$ cat config.mk
export PLATFORM = sky130hd
export DESIGN_NAME = gefg_top
export DESIGN_NICKNAME = d
export VERILOG_FILES = /design/src/gefg_pkg.sv /design/src/gefg_top.sv
export SDC_FILE = /design/constraint.sdc
export NUM_CORES = 1
export LEC_CHECK = 0
export ABC_AREA = 1
export BUFFER_PORTS_ARGS = -buffer_cell sky130_fd_sc_hd__buf_2
export CAP_MARGIN = 20
export CORE_ASPECT_RATIO = 2
export CORE_MARGIN = 4
export CORE_UTILIZATION = 55
export DETAILED_ROUTE_END_ITERATION = 16
export PLACE_DENSITY = 0.86
export RECOVER_POWER = 50
export SLEW_MARGIN = 20
export SYNTH_ARGS = -nofsm -noshare
export SYNTH_HDL_FRONTEND = slang
export SYNTH_SLANG_ARGS = --single-unit
export TNS_END_PERCENT = 100
$ cat constraint.sdc
create_clock -name clk -period 3.4 [get_ports clk]
set_input_delay 0.85 -clock clk [delete_from_list [all_inputs] [get_ports clk]]
set_output_delay 0.85 -clock clk [all_outputs]
set_load 0.005 [all_outputs]
$ cat src/gefg_pkg.sv
// shared constants, modes and peripheral carriers for the e/f/g pin groups
package gefg_pkg;

  // register byte addresses on the apb bus
  localparam logic [31:0] E_CONFIG_ADDR = 32'h01D20028;
  localparam logic [31:0] E_DATA_ADDR = 32'h01D2002C;
  localparam logic [31:0] E_PULLUP_ADDR = 32'h01D20030;
  localparam logic [31:0] F_CONFIG_ADDR = 32'h01D20034;
  localparam logic [31:0] F_DATA_ADDR = 32'h01D20038;
  localparam logic [31:0] F_PULLUP_ADDR = 32'h01D2003C;
  localparam logic [31:0] G_CONFIG_ADDR = 32'h01D20040;
  localparam logic [31:0] G_DATA_ADDR = 32'h01D20044;
  localparam logic [31:0] G_PULLUP_ADDR = 32'h01D20048;

  // pin counts and register widths
  localparam int E_PINS = 9;
  localparam int F_PINS = 9;
  localparam int G_PINS = 8;
  localparam int E_PULL_PINS = 8;
  localparam int E_CONFIG_W = 18;
  localparam int F_CONFIG_W = 22;
  localparam int G_CONFIG_W = 16;

  // field layout of the group f configuration word
  localparam int F_WIDE_FIRST_PIN = 5;
  localparam int F_WIDE_BASE = 10;

  // values after reset
  localparam logic [E_CONFIG_W-1:0] E_CONFIG_RESET = 18'h00000;
  localparam logic [F_CONFIG_W-1:0] F_CONFIG_RESET = 22'h000000;
  localparam logic [G_CONFIG_W-1:0] G_CONFIG_RESET = 16'h0000;
  localparam logic [E_PULL_PINS-1:0] E_PULLUP_RESET = 8'h00;
  localparam logic [F_PINS-1:0] F_PULLUP_RESET = 9'h000;
  localparam logic [G_PINS-1:0] G_PULLUP_RESET = 8'h00;
  localparam logic [E_PINS-1:0] E_DATA_RESET = 9'h000;
  localparam logic [F_PINS-1:0] F_DATA_RESET = 9'h000;
  localparam logic [G_PINS-1:0] G_DATA_RESET = 8'h00;

  // two-bit pin mode codes
  typedef enum logic [1:0] {
    MODE2_INPUT = 2'b00,
    MODE2_OUTPUT = 2'b01,
    MODE2_FUNC_A = 2'b10,
    MODE2_FUNC_B = 2'b11
  } gefg_mode2_e;

  // three-bit pin mode codes of group f pins 8..5
  typedef enum logic [2:0] {
    MODE3_INPUT = 3'b000,
    MODE3_OUTPUT = 3'b001,
    MODE3_UART1 = 3'b010,
    MODE3_SYNC_SERIAL = 3'b011,
    MODE3_AUDIO = 3'b100
  } gefg_mode3_e;

  // signals the peripherals offer for driving onto pins
  typedef struct packed {
    logic codec_clock_out;
    logic display_data_bit7;
    logic display_data_bit6;
    logic display_data_bit5;
    logic display_data_bit4;
    logic clock_out;
    logic uart1_transmit;
    logic uart1_request_to_send_n;
    logic uart0_request_to_send_n;
    logic sync_serial_clock;
    logic sync_serial_clock_oe;
    logic sync_serial_transmit;
    logic sync_serial_ready;
    logic audio_bit_clock;
    logic audio_bit_clock_oe;
    logic audio_word_select;
    logic audio_word_select_oe;
    logic audio_data_out;
    logic ext_bus_grant_n;
    logic dma0_acknowledge_n;
    logic two_wire_data_low;
    logic two_wire_clock_low;
  } gefg_periph_drive_s;

  // pin levels routed to the peripherals, idle when not selected
  typedef struct packed {
    logic timer_ext_clock_in;
    logic uart0_receive;
    logic uart0_clear_to_send_n;
    logic uart1_receive;
    logic uart1_clear_to_send_n;
    logic sync_serial_clock_in;
    logic sync_serial_receive;
    logic audio_bit_clock_in;
    logic audio_word_select_in;
    logic audio_data_in;
    logic ext_bus_request_n;
    logic bus_wait_n;
    logic two_wire_data;
    logic two_wire_clock;
    logic [7:0] ext_interrupt_in;
  } gefg_periph_sense_s;

endpackage

$ cat src/gefg_top.sv
// pin configuration, data and pull-up logic of the e, f and g pin groups
// Operation
// - e8 codes 01 output, 10 codec clock; strap
// - e2 code 10 feeds uart0 receive
// - code 11: e5/e4 timer clock, e7/e6 display
// - e0 code 11 drives clock out
// - group e pull-ups cover pins 7..0 only
// - pull-up bit 0 enables, 1 disables
// - input pins read back pin level
// - output pins driven from data bit
// - function pins read back unspecified value
// - f8..f5 three-bit modes: in/out/uart1/serial/audio
// - f8 serial/audio clocks, f5 transmit/word select
// - f4..f0 code 10 bus/two-wire, f3 11 dma
// - group f registers decoded, config resets zero
// - group f pull-up register resets zero
// - g pins: in, out, function, ext interrupt
// - group g registers decoded, config/pull-up reset zero
// - group e registers decoded, config/pull-up reset zero
//
// The implementer's own choice: register access over APB.
`timescale 1ns/1ps

module gefg_top #(
  parameter int ADDR_W = 32
) (
  input wire logic clk,
  input wire logic resetn,
  input wire logic psel,
  input wire logic penable,
  input wire logic pwrite,
  input wire logic [ADDR_W-1:0] paddr,
  input wire logic [31:0] pwdata,
  output logic pready,
  output logic [31:0] prdata,
  output logic pslverr,
  input wire logic [gefg_pkg::E_PINS-1:0] pin_in_e,
  output logic [gefg_pkg::E_PINS-1:0] pin_out_e,
  output logic [gefg_pkg::E_PINS-1:0] pin_oe_e,
  output logic [gefg_pkg::E_PULL_PINS-1:0] pullup_en_e,
  input wire logic [gefg_pkg::F_PINS-1:0] pin_in_f,
  output logic [gefg_pkg::F_PINS-1:0] pin_out_f,
  output logic [gefg_pkg::F_PINS-1:0] pin_oe_f,
  output logic [gefg_pkg::F_PINS-1:0] pullup_en_f,
  input wire logic [gefg_pkg::G_PINS-1:0] pin_in_g,
  output logic [gefg_pkg::G_PINS-1:0] pin_out_g,
  output logic [gefg_pkg::G_PINS-1:0] pin_oe_g,
  output logic [gefg_pkg::G_PINS-1:0] pullup_en_g,
  input wire gefg_pkg::gefg_periph_drive_s periph_drive,
  output gefg_pkg::gefg_periph_sense_s periph_sense,
  output logic byte_order_select
);

  // the decode compares against addresses that need 25 bits
  if (ADDR_W < 25 || ADDR_W > 32)
  begin : g_addr_check
    $error("gefg_top: ADDR_W must lie between 25 and 32");
  end

  // mode of a pin with a two-bit field at position 2*idx
  function automatic gefg_pkg::gefg_mode2_e mode2(input logic [21:0] cfg, input int idx);
    mode2 = gefg_pkg::gefg_mode2_e'(cfg[2*idx +: 2]);
  endfunction

  // mode of group f pins 8..5 with three-bit fields
  function automatic logic [2:0] mode3(input logic [21:0] cfg, input int idx);
    mode3 = cfg[gefg_pkg::F_WIDE_BASE + 3*(idx - gefg_pkg::F_WIDE_FIRST_PIN) +: 3];
  endfunction

  // address match of the incoming bus address
  function automatic logic hit(input logic [ADDR_W-1:0] addr, input logic [31:0] target);
    hit = (addr == target[ADDR_W-1:0]);
  endfunction

  logic [gefg_pkg::E_CONFIG_W-1:0] group_e_pin_config;
  logic [gefg_pkg::E_PINS-1:0] group_e_pin_data;
  logic [gefg_pkg::E_PULL_PINS-1:0] group_e_pullup_disable;
  logic [gefg_pkg::F_CONFIG_W-1:0] group_f_pin_config;
  logic [gefg_pkg::F_PINS-1:0] group_f_pin_data;
  logic [gefg_pkg::F_PINS-1:0] group_f_pullup_disable;
  logic [gefg_pkg::G_CONFIG_W-1:0] group_g_pin_config;
  logic [gefg_pkg::G_PINS-1:0] group_g_pin_data;
  logic [gefg_pkg::G_PINS-1:0] group_g_pullup_disable;
  logic [21:0] cfg_e;
  logic [21:0] cfg_f;
  logic [21:0] cfg_g;
  logic [gefg_pkg::E_PINS-1:0] is_output_e;
  logic [gefg_pkg::F_PINS-1:0] is_output_f;
  logic [gefg_pkg::G_PINS-1:0] is_output_g;
  logic [2:0] mode_f8;
  logic [2:0] mode_f7;
  logic [2:0] mode_f6;
  logic [2:0] mode_f5;
  logic bus_write;
  logic bus_setup;
  logic addr_mapped;
  logic [31:0] next_prdata;

  // zero-extended configuration words for the field functions
  assign cfg_e = {4'h0, group_e_pin_config};
  assign cfg_f = group_f_pin_config;
  assign cfg_g = {6'h00, group_g_pin_config};
  assign mode_f8 = mode3(cfg_f, 8);
  assign mode_f7 = mode3(cfg_f, 7);
  assign mode_f6 = mode3(cfg_f, 6);
  assign mode_f5 = mode3(cfg_f, 5);

  // per-pin output mode flags; every other mode reads back the pin
  always_comb
  begin
    for (int i = 0; i < gefg_pkg::E_PINS; i++)
      is_output_e[i] = (mode2(cfg_e, i) == gefg_pkg::MODE2_OUTPUT);
    for (int i = 0; i < gefg_pkg::F_PINS; i++)
      if (i >= gefg_pkg::F_WIDE_FIRST_PIN)
        is_output_f[i] = (mode3(cfg_f, i) == gefg_pkg::MODE3_OUTPUT);
      else
        is_output_f[i] = (mode2(cfg_f, i) == gefg_pkg::MODE2_OUTPUT);
    for (int i = 0; i < gefg_pkg::G_PINS; i++)
      is_output_g[i] = (mode2(cfg_g, i) == gefg_pkg::MODE2_OUTPUT);
  end

  // apb decode, zero wait states
  assign bus_setup = psel && !penable;
  assign bus_write = psel && penable && pwrite;
  assign pready = psel && penable;
  assign addr_mapped = hit(paddr, gefg_pkg::E_CONFIG_ADDR) || hit(paddr, gefg_pkg::E_DATA_ADDR)
    || hit(paddr, gefg_pkg::E_PULLUP_ADDR) || hit(paddr, gefg_pkg::F_CONFIG_ADDR)
    || hit(paddr, gefg_pkg::F_DATA_ADDR) || hit(paddr, gefg_pkg::F_PULLUP_ADDR)
    || hit(paddr, gefg_pkg::G_CONFIG_ADDR) || hit(paddr, gefg_pkg::G_DATA_ADDR)
    || hit(paddr, gefg_pkg::G_PULLUP_ADDR);
  assign pslverr = psel && penable && !addr_mapped;

  // group e registers
  always_ff @(posedge clk)
  begin
    if (!resetn)
    begin
      group_e_pin_config <= gefg_pkg::E_CONFIG_RESET;
      group_e_pin_data <= gefg_pkg::E_DATA_RESET;
      group_e_pullup_disable <= gefg_pkg::E_PULLUP_RESET;
    end
    else if (bus_write)
    begin
      if (hit(paddr, gefg_pkg::E_CONFIG_ADDR))
        group_e_pin_config <= pwdata[gefg_pkg::E_CONFIG_W-1:0];
      if (hit(paddr, gefg_pkg::E_DATA_ADDR))
        group_e_pin_data <= pwdata[gefg_pkg::E_PINS-1:0];
      if (hit(paddr, gefg_pkg::E_PULLUP_ADDR))
        group_e_pullup_disable <= pwdata[gefg_pkg::E_PULL_PINS-1:0];
    end
  end

  // group f registers
  always_ff @(posedge clk)
  begin
    if (!resetn)
    begin
      group_f_pin_config <= gefg_pkg::F_CONFIG_RESET;
      group_f_pin_data <= gefg_pkg::F_DATA_RESET;
      group_f_pullup_disable <= gefg_pkg::F_PULLUP_RESET;
    end
    else if (bus_write)
    begin
      if (hit(paddr, gefg_pkg::F_CONFIG_ADDR))
        group_f_pin_config <= pwdata[gefg_pkg::F_CONFIG_W-1:0];
      if (hit(paddr, gefg_pkg::F_DATA_ADDR))
        group_f_pin_data <= pwdata[gefg_pkg::F_PINS-1:0];
      if (hit(paddr, gefg_pkg::F_PULLUP_ADDR))
        group_f_pullup_disable <= pwdata[gefg_pkg::F_PINS-1:0];
    end
  end

  // group g registers
  always_ff @(posedge clk)
  begin
    if (!resetn)
    begin
      group_g_pin_config <= gefg_pkg::G_CONFIG_RESET;
      group_g_pin_data <= gefg_pkg::G_DATA_RESET;
      group_g_pullup_disable <= gefg_pkg::G_PULLUP_RESET;
    end
    else if (bus_write)
    begin
      if (hit(paddr, gefg_pkg::G_CONFIG_ADDR))
        group_g_pin_config <= pwdata[gefg_pkg::G_CONFIG_W-1:0];
      if (hit(paddr, gefg_pkg::G_DATA_ADDR))
        group_g_pin_data <= pwdata[gefg_pkg::G_PINS-1:0];
      if (hit(paddr, gefg_pkg::G_PULLUP_ADDR))
        group_g_pullup_disable <= pwdata[gefg_pkg::G_PINS-1:0];
    end
  end

  // read mux: output pins return the data bit, all others the live pin
  always_comb
  begin
    next_prdata = 32'h00000000;
    if (hit(paddr, gefg_pkg::E_CONFIG_ADDR))
      next_prdata = {14'h0000, group_e_pin_config};
    if (hit(paddr, gefg_pkg::E_DATA_ADDR))
      next_prdata = {23'h000000, (is_output_e & group_e_pin_data) | (~is_output_e & pin_in_e)};
    if (hit(paddr, gefg_pkg::E_PULLUP_ADDR))
      next_prdata = {24'h000000, group_e_pullup_disable};
    if (hit(paddr, gefg_pkg::F_CONFIG_ADDR))
      next_prdata = {10'h000, group_f_pin_config};
    if (hit(paddr, gefg_pkg::F_DATA_ADDR))
      next_prdata = {23'h000000, (is_output_f & group_f_pin_data) | (~is_output_f & pin_in_f)};
    if (hit(paddr, gefg_pkg::F_PULLUP_ADDR))
      next_prdata = {23'h000000, group_f_pullup_disable};
    if (hit(paddr, gefg_pkg::G_CONFIG_ADDR))
      next_prdata = {16'h0000, group_g_pin_config};
    if (hit(paddr, gefg_pkg::G_DATA_ADDR))
      next_prdata = {24'h000000, (is_output_g & group_g_pin_data) | (~is_output_g & pin_in_g)};
    if (hit(paddr, gefg_pkg::G_PULLUP_ADDR))
      next_prdata = {24'h000000, group_g_pullup_disable};
  end

  // read data captured in the setup cycle, stable through the access
  always_ff @(posedge clk)
    if (!resetn)
      prdata <= 32'h00000000;
    else if (bus_setup && !pwrite)
      prdata <= next_prdata;

  // byte order strap held from the pin while reset is asserted
  always_ff @(posedge clk)
    if (!resetn)
      byte_order_select <= pin_in_e[8];

  // pull-up enables are the inverse of the disable bits
  assign pullup_en_e = ~group_e_pullup_disable;
  assign pullup_en_f = ~group_f_pullup_disable;
  assign pullup_en_g = ~group_g_pullup_disable;

  // group e pin drive
  always_comb
  begin
    pin_out_e = group_e_pin_data;
    pin_oe_e = is_output_e;
    if (mode2(cfg_e, 8) == gefg_pkg::MODE2_FUNC_A)
    begin
      pin_out_e[8] = periph_drive.codec_clock_out;
      pin_oe_e[8] = 1'b1;
    end
    if (mode2(cfg_e, 7) == gefg_pkg::MODE2_FUNC_B)
    begin
      pin_out_e[7] = periph_drive.display_data_bit7;
      pin_oe_e[7] = 1'b1;
    end
    if (mode2(cfg_e, 6) == gefg_pkg::MODE2_FUNC_B)
    begin
      pin_out_e[6] = periph_drive.display_data_bit6;
      pin_oe_e[6] = 1'b1;
    end
    if (mode2(cfg_e, 0) == gefg_pkg::MODE2_FUNC_B)
    begin
      pin_out_e[0] = periph_drive.clock_out;
      pin_oe_e[0] = 1'b1;
    end
  end

  // group f pin drive
  always_comb
  begin
    pin_out_f = group_f_pin_data;
    pin_oe_f = is_output_f;
    if (mode_f8 == gefg_pkg::MODE3_SYNC_SERIAL)
    begin
      pin_out_f[8] = periph_drive.sync_serial_clock;
      pin_oe_f[8] = periph_drive.sync_serial_clock_oe;
    end
    if (mode_f8 == gefg_pkg::MODE3_AUDIO)
    begin
      pin_out_f[8] = periph_drive.audio_bit_clock;
      pin_oe_f[8] = periph_drive.audio_bit_clock_oe;
    end
    unique case (mode_f6)
      gefg_pkg::MODE3_UART1:
      begin
        pin_out_f[6] = periph_drive.uart1_transmit;
        pin_oe_f[6] = 1'b1;
      end
      gefg_pkg::MODE3_SYNC_SERIAL:
      begin
        pin_out_f[6] = periph_drive.sync_serial_ready;
        pin_oe_f[6] = 1'b1;
      end
      gefg_pkg::MODE3_AUDIO:
      begin
        pin_out_f[6] = periph_drive.audio_data_out;
        pin_oe_f[6] = 1'b1;
      end
      default: ; // keeps the data-register drive set above
    endcase
    unique case (mode_f5)
      gefg_pkg::MODE3_UART1:
      begin
        pin_out_f[5] = periph_drive.uart1_request_to_send_n;
        pin_oe_f[5] = 1'b1;
      end
      gefg_pkg::MODE3_SYNC_SERIAL:
      begin
        pin_out_f[5] = periph_drive.sync_serial_transmit;
        pin_oe_f[5] = 1'b1;
      end
      gefg_pkg::MODE3_AUDIO:
      begin
        pin_out_f[5] = periph_drive.audio_word_select;
        pin_oe_f[5] = periph_drive.audio_word_select_oe;
      end
      default: ; // keeps the data-register drive set above
    endcase
    if (mode2(cfg_f, 3) == gefg_pkg::MODE2_FUNC_A)
    begin
      pin_out_f[3] = periph_drive.ext_bus_grant_n;
      pin_oe_f[3] = 1'b1;
    end
    if (mode2(cfg_f, 3) == gefg_pkg::MODE2_FUNC_B)
    begin
      pin_out_f[3] = periph_drive.dma0_acknowledge_n;
      pin_oe_f[3] = 1'b1;
    end
    // two-wire pins are open drain: only ever pulled low
    if (mode2(cfg_f, 1) == gefg_pkg::MODE2_FUNC_A)
    begin
      pin_out_f[1] = 1'b0;
      pin_oe_f[1] = periph_drive.two_wire_data_low;
    end
    if (mode2(cfg_f, 0) == gefg_pkg::MODE2_FUNC_A)
    begin
      pin_out_f[0] = 1'b0;
      pin_oe_f[0] = periph_drive.two_wire_clock_low;
    end
  end

  // group g pin drive; interrupt mode leaves the pin as an input
  always_comb
  begin
    pin_out_g = group_g_pin_data;
    pin_oe_g = is_output_g;
    if (mode2(cfg_g, 7) == gefg_pkg::MODE2_FUNC_A)
    begin
      pin_out_g[7] = periph_drive.audio_word_select;
      pin_oe_g[7] = periph_drive.audio_word_select_oe;
    end
    if (mode2(cfg_g, 6) == gefg_pkg::MODE2_FUNC_A)
    begin
      pin_out_g[6] = periph_drive.audio_data_out;
      pin_oe_g[6] = 1'b1;
    end
    if (mode2(cfg_g, 4) == gefg_pkg::MODE2_FUNC_A)
    begin
      pin_out_g[4] = periph_drive.audio_bit_clock;
      pin_oe_g[4] = periph_drive.audio_bit_clock_oe;
    end
    if (mode2(cfg_g, 3) == gefg_pkg::MODE2_FUNC_A)
    begin
      pin_out_g[3] = periph_drive.uart0_request_to_send_n;
      pin_oe_g[3] = 1'b1;
    end
    if (mode2(cfg_g, 1) == gefg_pkg::MODE2_FUNC_A)
    begin
      pin_out_g[1] = periph_drive.display_data_bit5;
      pin_oe_g[1] = 1'b1;
    end
    if (mode2(cfg_g, 0) == gefg_pkg::MODE2_FUNC_A)
    begin
      pin_out_g[0] = periph_drive.display_data_bit4;
      pin_oe_g[0] = 1'b1;
    end
  end

  // pin levels toward the peripherals; idle level when not selected
  always_comb
  begin
    periph_sense.timer_ext_clock_in = ((mode2(cfg_e, 5) == gefg_pkg::MODE2_FUNC_B) && pin_in_e[5])
      || ((mode2(cfg_e, 4) == gefg_pkg::MODE2_FUNC_B) && pin_in_e[4]);
    periph_sense.uart0_receive = (mode2(cfg_e, 2) == gefg_pkg::MODE2_FUNC_A) ? pin_in_e[2] : 1'b1;
    periph_sense.uart0_clear_to_send_n = (mode2(cfg_g, 2) == gefg_pkg::MODE2_FUNC_A) ? pin_in_g[2] : 1'b1;
    periph_sense.uart1_clear_to_send_n = (mode_f8 == gefg_pkg::MODE3_UART1) ? pin_in_f[8] : 1'b1;
    periph_sense.uart1_receive = (mode_f7 == gefg_pkg::MODE3_UART1) ? pin_in_f[7] : 1'b1;
    periph_sense.sync_serial_clock_in = (mode_f8 == gefg_pkg::MODE3_SYNC_SERIAL) && pin_in_f[8];
    periph_sense.sync_serial_receive = (mode_f7 == gefg_pkg::MODE3_SYNC_SERIAL) ? pin_in_f[7] : 1'b1;
    periph_sense.audio_bit_clock_in = ((mode_f8 == gefg_pkg::MODE3_AUDIO) && pin_in_f[8])
      || ((mode2(cfg_g, 4) == gefg_pkg::MODE2_FUNC_A) && pin_in_g[4]);
    periph_sense.audio_word_select_in = ((mode_f5 == gefg_pkg::MODE3_AUDIO) && pin_in_f[5])
      || ((mode2(cfg_g, 7) == gefg_pkg::MODE2_FUNC_A) && pin_in_g[7]);
    periph_sense.audio_data_in = ((mode_f7 == gefg_pkg::MODE3_AUDIO) && pin_in_f[7])
      || ((mode2(cfg_g, 5) == gefg_pkg::MODE2_FUNC_A) && pin_in_g[5]);
    periph_sense.ext_bus_request_n = (mode2(cfg_f, 4) == gefg_pkg::MODE2_FUNC_A) ? pin_in_f[4] : 1'b1;
    periph_sense.bus_wait_n = (mode2(cfg_f, 2) == gefg_pkg::MODE2_FUNC_A) ? pin_in_f[2] : 1'b1;
    periph_sense.two_wire_data = (mode2(cfg_f, 1) == gefg_pkg::MODE2_FUNC_A) ? pin_in_f[1] : 1'b1;
    periph_sense.two_wire_clock = (mode2(cfg_f, 0) == gefg_pkg::MODE2_FUNC_A) ? pin_in_f[0] : 1'b1;
    for (int i = 0; i < gefg_pkg::G_PINS; i++)
      periph_sense.ext_interrupt_in[i] = (mode2(cfg_g, i) == gefg_pkg::MODE2_FUNC_B) && pin_in_g[i];
  end

endmodule

==> impl_summary.log, run 1 <==
[metrics] result of the run: finished clean
[metrics] number of placement rows: 59
[metrics] endpoints failing hold: 0
[metrics] leftover overflow at the end of global routing: 0
[metrics] EDFF count, synth: 1
[metrics] Final Core Density: 68.7%
[metrics] buffers added on ports: 230
[metrics] GR Util All Layers: 33.2%
[metrics] effective utilization at floorplan: 56.3%
[metrics] final setup slack of the worst path: 0.267 ns
[metrics] startpoint of the worst setup timing path: paddr[8]
[metrics] Detailed Routing Iterations Pass 1: 6
[metrics] antenna violations before repair: 1
[metrics] cell area after layout: 0.00898 mm2
[metrics] CTS H-tree lvls: 4
[metrics] startpoint of the worst-slack reg-to-reg timing path: group_e_pin_config[2]$_SDFFE_PN0P_
[metrics] synthesized area per cell: 6.88 um2
[metrics] area fraction in compound gates after synthesis: 23.0%
[metrics] Area growth syn-to-layout: 22.0%
[metrics] Crit path arrival time: 2.28 ns
[metrics] wire per inst: 18.1 um
[metrics] Max Clock Freq: 319 MHz
[metrics] number of setup violations in the final report: 0
[metrics] clock latency on the worst-skew pair: 0.42 ns
[metrics] Post-DP Area: 0.00844 mm2
[metrics] Lkg Pwr: 3.81 nW
[metrics] final cell count without fillers: 1440
[metrics] Critical Path, Cell by Cell: buf_2 > inv_1 > nand2_1 > nor2_1 > nand2_1 > nor2_1 > nand2_4 > inv_2 > nand3_1 > nand2_1 > nor4_1 > buf_2
[metrics] nature of the critical path endpoint: output port
[metrics] Post-Route Skew: 0.00683 ns
[metrics] met2 routed WL: 13.1 mm
[metrics] vias in the first global route: 7717
[metrics] routed wire length on met3: 1.86 mm
[metrics] area of the mapped netlist: 0.00736 mm2
[metrics] worst vdd rail ir drop: 364 uV
[metrics] Worst Hold Margin: 0.465 ns
[metrics] number of maximum-capacitance constraint violations: 0
[metrics] clock-pin slew of the registers on the worst-case setup and hold paths: 0.06 ns
[metrics] WS Path Type: input port to output port
[metrics] destination of the worst register-to-register timing path: prdata[1]$_SDFFE_PN0P_
[metrics] FF+latch count, synth: 130
[metrics] I/O pin cnt: 251
[metrics] Pwr Total: 3.87 mW
[metrics] share of cell area taken by muxes after synthesis: 0.459%
[metrics] setup TNS: 0 ns
[metrics] Synth area leader: sky130_fd_sc_hd__dfxtp_1
[metrics] die extent in x: 89.8 um
[metrics] cell with the largest stage delay on the worst path: sky130_fd_sc_hd__nor4_1
[metrics] power per cell area: 431 mW/mm2
[metrics] maximum net fanout on the critical path: 7
[metrics] share of the clock period used by the worst path after layout: 92.1%
[metrics] cell at the root of the clock tree: sky130_fd_sc_hd__clkbuf_16
[metrics] number of nets in the finished design: 1405
[metrics] time the final worst path needs with I/O delays and setup: 3.13 ns
[metrics] half-perimeter wire length after placement: 19.5 mm
[metrics] launch point of the worst hold path: prdata[9]$_SDFFE_PN0P_
[metrics] TritonCTS sink count: 130
[metrics] global-route wire length before repair: 39.8 mm
[metrics] worst-case hold path end point: prdata[9]$_SDFFE_PN0P_
[metrics] M1 WL: 8.66 mm
[metrics] Tightest Hold Check Type: register to register
[metrics] die area: 0.0154 mm2
[metrics] number of slew-limit violations in the final report: 0
[metrics] routability congestion estimate from global placement: 0.974
[metrics] remaining number of nets flagged by the antenna check after routing: 0
[metrics] DRT iter0 DRCs: 666
[metrics] CTS tree: done
[metrics] largest family of logic cells by synthesized area: simple AND/OR/NAND/NOR gates
[metrics] setup repair after global routing missed its margin: false
[metrics] top routing layer in use: met4
[metrics] synth warn: 0
[metrics] simple-gate portion of the synthesized area: 23.7%
[metrics] fraction of synthesized cell area in xor and xnor cells: 0%
[metrics] Synth area leaders: sky130_fd_sc_hd__dfxtp_1 35%, sky130_fd_sc_hd__inv_1 8.7%, sky130_fd_sc_hd__nand2_1 8.2%, sky130_fd_sc_hd__o21ai_0 7.8%, sky130_fd_sc_hd__nor2_1 6.6%
[metrics] max incr delay on CP: 0.32 ns
[metrics] total number of vias: 8071
[metrics] Startpoint Class: input port
[metrics] sequential fraction of the synthesis area: 35.5%
[metrics] pin count of the biggest net entering global routing: 53
[metrics] Clock Tree Buf Depth: 2
[metrics] Critical Path Most Common Cell: sky130_fd_sc_hd__nand2_1
[metrics] gate count of the mapped netlist: 1070
[metrics] critical path data required time: 2.55 ns
[metrics] Hold Path Cell Cnt: 2
[metrics] total routed wirelength: 26.0 mm
[metrics] worst-margin pin slew: 1.14 ns
[metrics] share of synthesized registers carrying an async set or reset: 0%
[metrics] Post-CTS Hold Fix Bufs: 0
[metrics] count of distinct cell types in the synthesized netlist: 36
[metrics] routed via count divided by cell count: 5.60
[metrics] total of cells resized after clock tree synthesis: 0
[metrics] worst reg2reg path depth: 9
[metrics] area share of the largest cell type after synthesis: 35.1%
[metrics] worst-case setup slack after placement: 0.279 ns
[metrics] Placed Instances: 1407
[metrics] share of final-layout standard cells stronger than drive strength 1: 19.7%
[metrics] DRC: 0
[metrics] Num CTS Buffers: 17
[metrics] r2r setup slk: 1.39 ns
[metrics] slew margin rel.: 24.2%
[metrics] adder and majority gate portion of the synthesized area: 2.38%
[metrics] Core ar.: 0.0131 mm2
[metrics] Die Y-Extent: 172 um
[metrics] post-CTS setup buffer count: 0
[metrics] most used flip-flop cell after synthesis: sky130_fd_sc_hd__dfxtp_1
==> cells in the final DEF, fill, tap and decap left out, types with 2 or more instances in the layout <==
| master | n |
|---|---|
| sky130_fd_sc_hd__a211oi_1 | 17 |
| sky130_fd_sc_hd__a211oi_2 | 34 |
| sky130_fd_sc_hd__a21oi_1 | 83 |
| sky130_fd_sc_hd__buf_2 | 142 |
| sky130_fd_sc_hd__buf_4 | 9 |
| sky130_fd_sc_hd__bufinv_16 | 6 |
| sky130_fd_sc_hd__clkbuf_1 | 92 |
| sky130_fd_sc_hd__clkbuf_16 | 17 |
| sky130_fd_sc_hd__clkbuf_2 | 2 |
| sky130_fd_sc_hd__clkbuf_8 | 2 |
| sky130_fd_sc_hd__clkinvlp_4 | 4 |
| sky130_fd_sc_hd__conb_1 | 10 |
| sky130_fd_sc_hd__dfxtp_1 | 129 |
| sky130_fd_sc_hd__ha_1 | 14 |
| sky130_fd_sc_hd__inv_1 | 173 |
| sky130_fd_sc_hd__inv_2 | 12 |
| sky130_fd_sc_hd__mux2_2 | 3 |
| sky130_fd_sc_hd__nand2_1 | 164 |
| sky130_fd_sc_hd__nand2_4 | 2 |
| sky130_fd_sc_hd__nand3_1 | 50 |
| sky130_fd_sc_hd__nand4_1 | 16 |
| sky130_fd_sc_hd__nor2_1 | 131 |
| sky130_fd_sc_hd__nor2_2 | 9 |
| sky130_fd_sc_hd__nor2_4 | 5 |
| sky130_fd_sc_hd__nor3_1 | 15 |
| sky130_fd_sc_hd__nor3_2 | 3 |
| sky130_fd_sc_hd__nor4_1 | 3 |
| sky130_fd_sc_hd__o211ai_1 | 7 |
| sky130_fd_sc_hd__o21ai_0 | 114 |
| sky130_fd_sc_hd__o221ai_1 | 2 |
| sky130_fd_sc_hd__o22ai_1 | 8 |
==> worst max-delay path by stage <==
stage / to / depth (start not counted)
after floorplan: pslverr / 10
after global placement: pslverr / 12
after detailed placement: prdata[5]$_SDFFE_PN0P_ / 15
after CTS: pslverr / 12
after global routing: prdata[6]$_SDFFE_PN0P_ / 15
final: pslverr / 12
==> flip-flops by register name, summed over array words and instances (netlist names) <==
name and cells:
group_e_pin_data 9, group_g_pin_config 16, group_e_pullup_disable 8, byte_order_select 1, group_f_pin_data 9, group_g_pin_data 8
group_e_pin_config 18, cfg_f 22, group_f_pullup_disable 9, group_g_pullup_disable 8, prdata 22
==> critical path, delay by kind of cell <==
kind | cells | cell delay (ns)
and+or+nand+nor | 8 | 1.06
buffers and inverters | 4 | 0.37
==> cell families (layout without fill, tap and decap cells) <==
family / after synthesis / in the layout
compound gates: 269 / 269
fa+ha+maj: 14 / 14
buf+inv: 253 / 461
flops: 130 / 130
mux: 3 / 3
other cells: 1 / 11
simple gates: 400 / 400
==> synth_stat cells (2+ instances only) <==
cell,n
sky130_fd_sc_hd__o21ai_0,114
sky130_fd_sc_hd__nand2_4,2
sky130_fd_sc_hd__nor2_1,130
sky130_fd_sc_hd__nand2_1,161
sky130_fd_sc_hd__nor4_1,3
sky130_fd_sc_hd__inv_1,171
sky130_fd_sc_hd__o22ai_1,8
sky130_fd_sc_hd__nor3_1,15
sky130_fd_sc_hd__mux2_2,3
sky130_fd_sc_hd__nand3_1,50
sky130_fd_sc_hd__buf_6,7
sky130_fd_sc_hd__o211ai_1,7
sky130_fd_sc_hd__nand4_1,16
sky130_fd_sc_hd__clkbuf_1,27
sky130_fd_sc_hd__inv_2,13
sky130_fd_sc_hd__o221ai_1,2
sky130_fd_sc_hd__nor2_2,9
sky130_fd_sc_hd__dfxtp_1,129
sky130_fd_sc_hd__buf_4,22
sky130_fd_sc_hd__a211oi_2,34
sky130_fd_sc_hd__nor3_2,3
sky130_fd_sc_hd__nor2_4,6
sky130_fd_sc_hd__a21oi_1,83
sky130_fd_sc_hd__ha_1,14
sky130_fd_sc_hd__a211oi_1,17
sky130_fd_sc_hd__buf_2,11
sky130_fd_sc_hd__nand2_2,4
==> area by class of cell <==
| type | instances | area [um2] |
|---|---|---|
| diodes | 1 | 2.50 |
| flip-flops and latches | 130 | 2610 |
| fillers | 1210 | 4090 |
| inverters | 185 | 694 |
| clock buffers | 20 | 457 |
| clock inverters | 12 | 228 |
| repair buffers | 244 | 1130 |
| multi-input cells | 696 | 3660 |
| well taps | 152 | 190 |
==> metal layers <==
layer / track usage [%] / vias up
met2: 58.9 / 436
met1: 33.1 / 3648
met5: 0 / -
li1: - / 3861
met3: 6.87 / 126
met4: 28.4 / 0
==> report_power, final <==
part / leakage, nW / total, mW / internal [mW] / switching (mW)
Combinational: 2.45 / 0.213 / 0.0707 / 0.142
Clock: 0.319 / 2.13 / 1.42 / 0.715
Sequential: 1.05 / 1.53 / 1.53 / 0.000845
Total: 3.81 / 3.87 / 3.02 / 0.858
(Power assumes the default switching activity.)
==> run 2, diff against run 1 <==
- RECOVER_POWER: 50 -> not set
==> run 2 against run 1 <==
  * Combinational power hardly changed
  * Register-to-register slack barely moved
  * Routed wire length about the same
  * Power rose by 0.15%
  * Critical path type unchanged
  * Clock skew hardly changed
  * Flip-flop and latch count did not move
  * Global-route usage is the same
  * Sequential power about the same
  * Count of clock-buffer cells in the layout is the same
  * Final cell count unchanged
  * Hold slack worse by 0.0052 ns
==> impl_summary.log, run 2 (same netlist as run 1, synthesis figures left out) <==
[metrics] vias in the first global route: 7717
[metrics] final cell count without fillers: 1440
[metrics] total of cells resized after clock tree synthesis: 0
[metrics] leftover overflow at the end of global routing: 0
[metrics] register cell area after layout: 0.00261 mm2
[metrics] fillcell total: 1143
[metrics] clock latency on the worst-skew pair: 0.42 ns
[metrics] most common cell after layout, fill and taps aside: sky130_fd_sc_hd__buf_2
[metrics] Post-DP Area: 0.00844 mm2
[metrics] worst-case hold path end point: prdata[9]$_SDFFE_PN0P_
[metrics] cell area after layout: 0.00913 mm2
[metrics] effective utilization at floorplan: 56.3%
[metrics] Placed Instances: 1407
[metrics] Worst Hold Margin: 0.460 ns
[metrics] half-perimeter wire length after placement: 19.5 mm
[metrics] r2r setup slk: 1.40 ns
[metrics] die extent in x: 89.8 um
[metrics] remaining number of nets flagged by the antenna check after routing: 0
[metrics] Crit path arrival time: 2.32 ns
[metrics] power per cell area: 425 mW/mm2
[metrics] Post-Route Skew: 0.00650 ns
[metrics] Pwr Total: 3.88 mW
[metrics] Detailed Routing Iterations Pass 1: 5
[metrics] total routed wirelength: 26.0 mm
[metrics] slew margin rel.: 36.7%
[metrics] total number of vias: 8104
[metrics] nature of the critical path endpoint: output port
[metrics] launch point of the worst hold path: prdata[9]$_SDFFE_PN0P_
[metrics] WS Path Type: input port to output port
[metrics] CTS H-tree lvls: 4
[metrics] endpoints failing hold: 0
[metrics] worst vdd rail ir drop: 364 uV
[metrics] setup repair after global routing missed its margin: false
[metrics] number of slew-limit violations in the final report: 0
[metrics] top library cells by usage in the layout, fill and taps aside: 230 x sky130_fd_sc_hd__buf_2, 171 x sky130_fd_sc_hd__inv_1, 161 x sky130_fd_sc_hd__nand2_1, 130 x sky130_fd_sc_hd__nor2_1, 129 x sky130_fd_sc_hd__dfxtp_1
[metrics] wire per inst: 18.1 um
[metrics] global-route wire length before repair: 39.8 mm
[metrics] number of nets in the finished design: 1405
[metrics] routed via count divided by cell count: 5.63
[metrics] share of the clock period used by the worst path after layout: 93.3%
[metrics] worst reg2reg path depth: 9
[metrics] destination of the worst register-to-register timing path: prdata[1]$_SDFFE_PN0P_
[metrics] CTS tree: done
[metrics] critical path data required time: 2.55 ns
[metrics] Num CTS Buffers: 17
[metrics] result of the run: finished clean
[metrics] number of setup violations in the final report: 0
[metrics] post-CTS setup buffer count: 0
[metrics] number of maximum-capacitance constraint violations: 0
[metrics] Multi-input gate area: 0.00368 mm2
[metrics] maximum net fanout on the critical path: 7
[metrics] routability congestion estimate from global placement: 0.974
[metrics] clock-pin slew of the registers on the worst-case setup and hold paths: 0.06 ns
[metrics] time the final worst path needs with I/O delays and setup: 3.17 ns
[metrics] antenna violations before repair: 1
[metrics] worst-margin pin slew: 0.948 ns
[metrics] TritonCTS sink count: 130
[metrics] setup TNS: 0 ns
[metrics] DRT iter0 DRCs: 674
[metrics] pin count of the biggest net entering global routing: 53
[metrics] Tightest Hold Check Type: register to register
[metrics] die area: 0.0154 mm2
[metrics] GR Util All Layers: 33.2%
[metrics] Clock Tree Buf Depth: 2
[metrics] I/O pin cnt: 251
[metrics] startpoint of the worst-slack reg-to-reg timing path: group_e_pin_config[2]$_SDFFE_PN0P_
[metrics] Hold Path Cell Cnt: 2
[metrics] Lkg Pwr: 4.11 nW
[metrics] Area growth syn-to-layout: 24.0%
[metrics] share of final-layout standard cells stronger than drive strength 1: 27.4%
[metrics] Die Y-Extent: 172 um
[metrics] buffers added on ports: 230
[metrics] Startpoint Class: input port
[metrics] Max Clock Freq: 315 MHz
[metrics] number of placement rows: 59
[metrics] cell at the root of the clock tree: sky130_fd_sc_hd__clkbuf_16
[metrics] DRC: 0
[metrics] Core ar.: 0.0131 mm2
[metrics] Post-CTS Hold Fix Bufs: 0
==> run 2: metrics by stage <==
stage	worst slack (ns)	util, %
floorplan	0.690	-
global placement	0.295	64.6
detailed placement	0.279	64.6
CTS	0.299	69.8
global route	0.190	69.8
finish	0.227	69.8
==> run 2: per-layer routing <==
metal	GRT usage, %	vias up	wire [um]
met5	0	-	0
met2	58.9	435	13000
met3	6.87	131	1900
li1	-	3857	-
met1	33.1	3681	8640
met4	28.4	0	2420
==> run 2: power by group <==
group          leakage [nW]  switching, mW  internal (mW)
clock                 0.319          0.719           1.42
combinational          2.74          0.143         0.0718
sequential             1.05       0.000823           1.53
==> run 2: critical path, stage by stage <==
cell,delay (ns)
sky130_fd_sc_hd__buf_2,0.08
sky130_fd_sc_hd__inv_1,0.04
sky130_fd_sc_hd__nand2_1,0.06
sky130_fd_sc_hd__nor2_1,0.04
sky130_fd_sc_hd__nand2_1,0.30
sky130_fd_sc_hd__nor2_1,0.13
sky130_fd_sc_hd__nand2_4,0.10
sky130_fd_sc_hd__inv_2,0.04
sky130_fd_sc_hd__nand3_1,0.08
sky130_fd_sc_hd__nand2_1,0.05
sky130_fd_sc_hd__nor4_1,0.34
sky130_fd_sc_hd__buf_2,0.21
==> run 2: area by class of cell <==
cell class                 instances  area share, %
multi-input combinational        696           40.4
sequential                       130           28.6
timing repair buffer             244           13.8
inverter                         185           7.61
clock buffer                      20           5.00
clock inverter                    12           2.50
tap                              152           2.08
antenna                            1         0.0274
==> run 2: worst max-delay path by stage <==
stage	from	endpoint	depth (start not counted)
global placement	paddr[8]	pslverr	12
global route	paddr[30]	pslverr	12
CTS	paddr[8]	pslverr	12
detailed placement	paddr[30]	prdata[5]$_SDFFE_PN0P_	15
finish	paddr[8]	pslverr	12
floorplan	paddr[26]	pslverr	10
==> run 3, diff against run 2 <==
- SETUP_SLACK_MARGIN: not set -> 0.4
==> run 3 against run 2 <==
  * Flip-flop and latch count stayed put
  * Routed wire length is 0.24% higher
  * First-iteration DRC count is 0.15% higher
  * Combinational power hardly changed
==> impl_summary.log, run 3 (same netlist as run 1, synthesis figures left out) <==
[metrics] Post-Route Skew: 0.00620 ns
[metrics] critical path data required time: 2.55 ns
[metrics] I/O pin cnt: 251
[metrics] Critical Path, Cell by Cell: buf_2 > inv_1 > nand2_1 > nor2_1 > nand2_1 > nor2_4 > buf_4 > nand2_2 > nand2_1 > nor4_2 > buf_2
[metrics] number of maximum-capacitance constraint violations: 0
[metrics] number of slew-limit violations in the final report: 0
[metrics] DRT iter0 DRCs: 675
[metrics] clock latency on the worst-skew pair: 0.42 ns
[metrics] antenna violations before repair: 1
[metrics] cell at the root of the clock tree: sky130_fd_sc_hd__clkbuf_16
[metrics] nature of the critical path endpoint: output port
[metrics] Pwr Total: 3.88 mW
[metrics] TritonCTS sink count: 130
[metrics] remaining number of nets flagged by the antenna check after routing: 0
[metrics] routed via count divided by cell count: 5.62
[metrics] number of nets in the finished design: 1406
[metrics] fillcell total: 1135
[metrics] half-perimeter wire length after placement: 19.5 mm
[metrics] number of setup violations in the final report: 0
[metrics] Placed Instances: 1407
[metrics] pin count of the biggest net entering global routing: 53
[metrics] Startpoint Class: input port
[metrics] clock-pin slew of the registers on the worst-case setup and hold paths: 0.06 ns
[metrics] cell area after layout: 0.00915 mm2
[metrics] CTS H-tree lvls: 4
[metrics] worst-margin pin slew: 0.954 ns
[metrics] Tightest Hold Check Type: register to register
[metrics] Die Y-Extent: 172 um
[metrics] effective utilization at floorplan: 56.3%
[metrics] routability congestion estimate from global placement: 0.974
[metrics] Final Core Density: 70.0%
[metrics] Post-DP Area: 0.00844 mm2
[metrics] Detailed Routing Iterations Pass 1: 5
[metrics] max incr delay on CP: 0.34 ns
[metrics] CP bufs+invs: 4
[metrics] worst-case setup slack after placement: 0.279 ns
[metrics] Lkg Pwr: 4.12 nW
[metrics] top library cells by usage in the layout, fill and taps aside: 230 x sky130_fd_sc_hd__buf_2, 171 x sky130_fd_sc_hd__inv_1, 160 x sky130_fd_sc_hd__nand2_1, 129 x sky130_fd_sc_hd__nor2_1, 129 x sky130_fd_sc_hd__dfxtp_1
[metrics] setup repair after global routing missed its margin: false
[metrics] total number of vias: 8103
[metrics] final cell count without fillers: 1441
[metrics] CTS tree: done
[metrics] GR Util All Layers: 33.3%
[metrics] maximum net fanout on the critical path: 4
[metrics] setup TNS: 0 ns
[metrics] Num CTS Buffers: 17
[metrics] vias in the first global route: 7733
[metrics] total routed wirelength: 26.1 mm
[metrics] DRC: 0
[metrics] most common cell after layout, fill and taps aside: sky130_fd_sc_hd__buf_2
[metrics] number of placement rows: 59
[metrics] crit-path leading delay family: simple AND/OR/NAND/NOR gates
[metrics] Area growth syn-to-layout: 24.4%
[metrics] worst vdd rail ir drop: 366 uV
[metrics] result of the run: finished clean
[metrics] Crit path arrival time: 2.08 ns
[metrics] share of the clock period used by the worst path after layout: 86.0%
[metrics] share of final-layout standard cells stronger than drive strength 1: 27.6%
[metrics] final setup slack of the worst path: 0.475 ns
[metrics] die extent in x: 89.8 um
[metrics] cell with the largest stage delay on the worst path: sky130_fd_sc_hd__nor4_2
[metrics] endpoints failing hold: 0
[metrics] Max Clock Freq: 342 MHz
[metrics] wire per inst: 18.1 um
[metrics] WS Path Type: input port to output port
[metrics] die area: 0.0154 mm2
[metrics] time the final worst path needs with I/O delays and setup: 2.93 ns
[metrics] Clock Tree Buf Depth: 2
[metrics] global-route wire length before repair: 39.8 mm
[metrics] Worst Hold Margin: 0.460 ns
[metrics] slew margin rel.: 36.3%
[metrics] power per cell area: 424 mW/mm2
[metrics] Critical Path Most Common Cell: sky130_fd_sc_hd__nand2_1
[metrics] buffers added on ports: 230
[metrics] Core ar.: 0.0131 mm2
[metrics] leftover overflow at the end of global routing: 0
[run 3: cell types whose count changed in the layout (fill, tap and decap cells not counted)]
cell / before / now
sky130_fd_sc_hd__nand2_1: 161 / 160
sky130_fd_sc_hd__nor4_1: 3 / 2
sky130_fd_sc_hd__nor2_1: 130 / 129
sky130_fd_sc_hd__buf_4: 14 / 15
sky130_fd_sc_hd__nor2_4: 6 / 7
sky130_fd_sc_hd__nand2_2: 4 / 5
sky130_fd_sc_hd__nor4_2: 0 / 1
[run 3: final cells by class]
cell class              instances  area, um2  share of cell area [%]
multi-input cells             696       3700                    40.5
flip-flops and latches        130       2610                    28.6
repair buffers                245       1260                    13.8
inverters                     185        694                    7.59
clock buffers                  20        457                    4.99
clock inverters                12        228                    2.49
well taps                     152        190                    2.08
diodes                          1       2.50                  0.0274
[run 3: timing repair]
item / in CTS / in global routing
setup buffers: 0 / 1
pin swaps: 0 / 1
hold buffers: 0 / 0
setup endpoints to repair: 1 / 1
gates resized for setup: 2 / 2
[run 3: final timing paths]
check	from	endpoint	slack, ns	cells after the start
max reg2reg	group_e_pin_config[2]$_SDFFE_PN0P_	prdata[1]$_SDFFE_PN0P_	1.39	9
min reg2reg	prdata[9]$_SDFFE_PN0P_	prdata[9]$_SDFFE_PN0P_	0.46	2
max	paddr[30]	pslverr	0.47	11
min	prdata[9]$_SDFFE_PN0P_	prdata[9]$_SDFFE_PN0P_	0.46	2
[run 3: metal layers]
| layer | vias up | global-route usage, % | share of wire (%) |
|---|---|---|---|
| met4 | 0 | 28.4 | 9.1 |
| li1 | 3858 | - | - |
| met1 | 3683 | 33.2 | 33 |
| met3 | 130 | 6.87 | 7.5 |
| met2 | 432 | 59.0 | 50 |
| met5 | - | 0 | 0 |
[run 3: worst reg2reg max path, delay by kind of cell, from the launching register on]
family,cells,cell delay (ns)
multiplexers,1,0.37
AO/OA/AOI/OAI,1,0.06
buffers and inverters,1,0.06
AND/OR/NAND/NOR,6,1.08
flip-flops,1,0.31
[run 3: power breakdown]
part,switching (mW),internal [mW]
Combinational,0.143,0.0721
Sequential,0.000848,1.53
Clock,0.718,1.42
Total,0.863,3.02
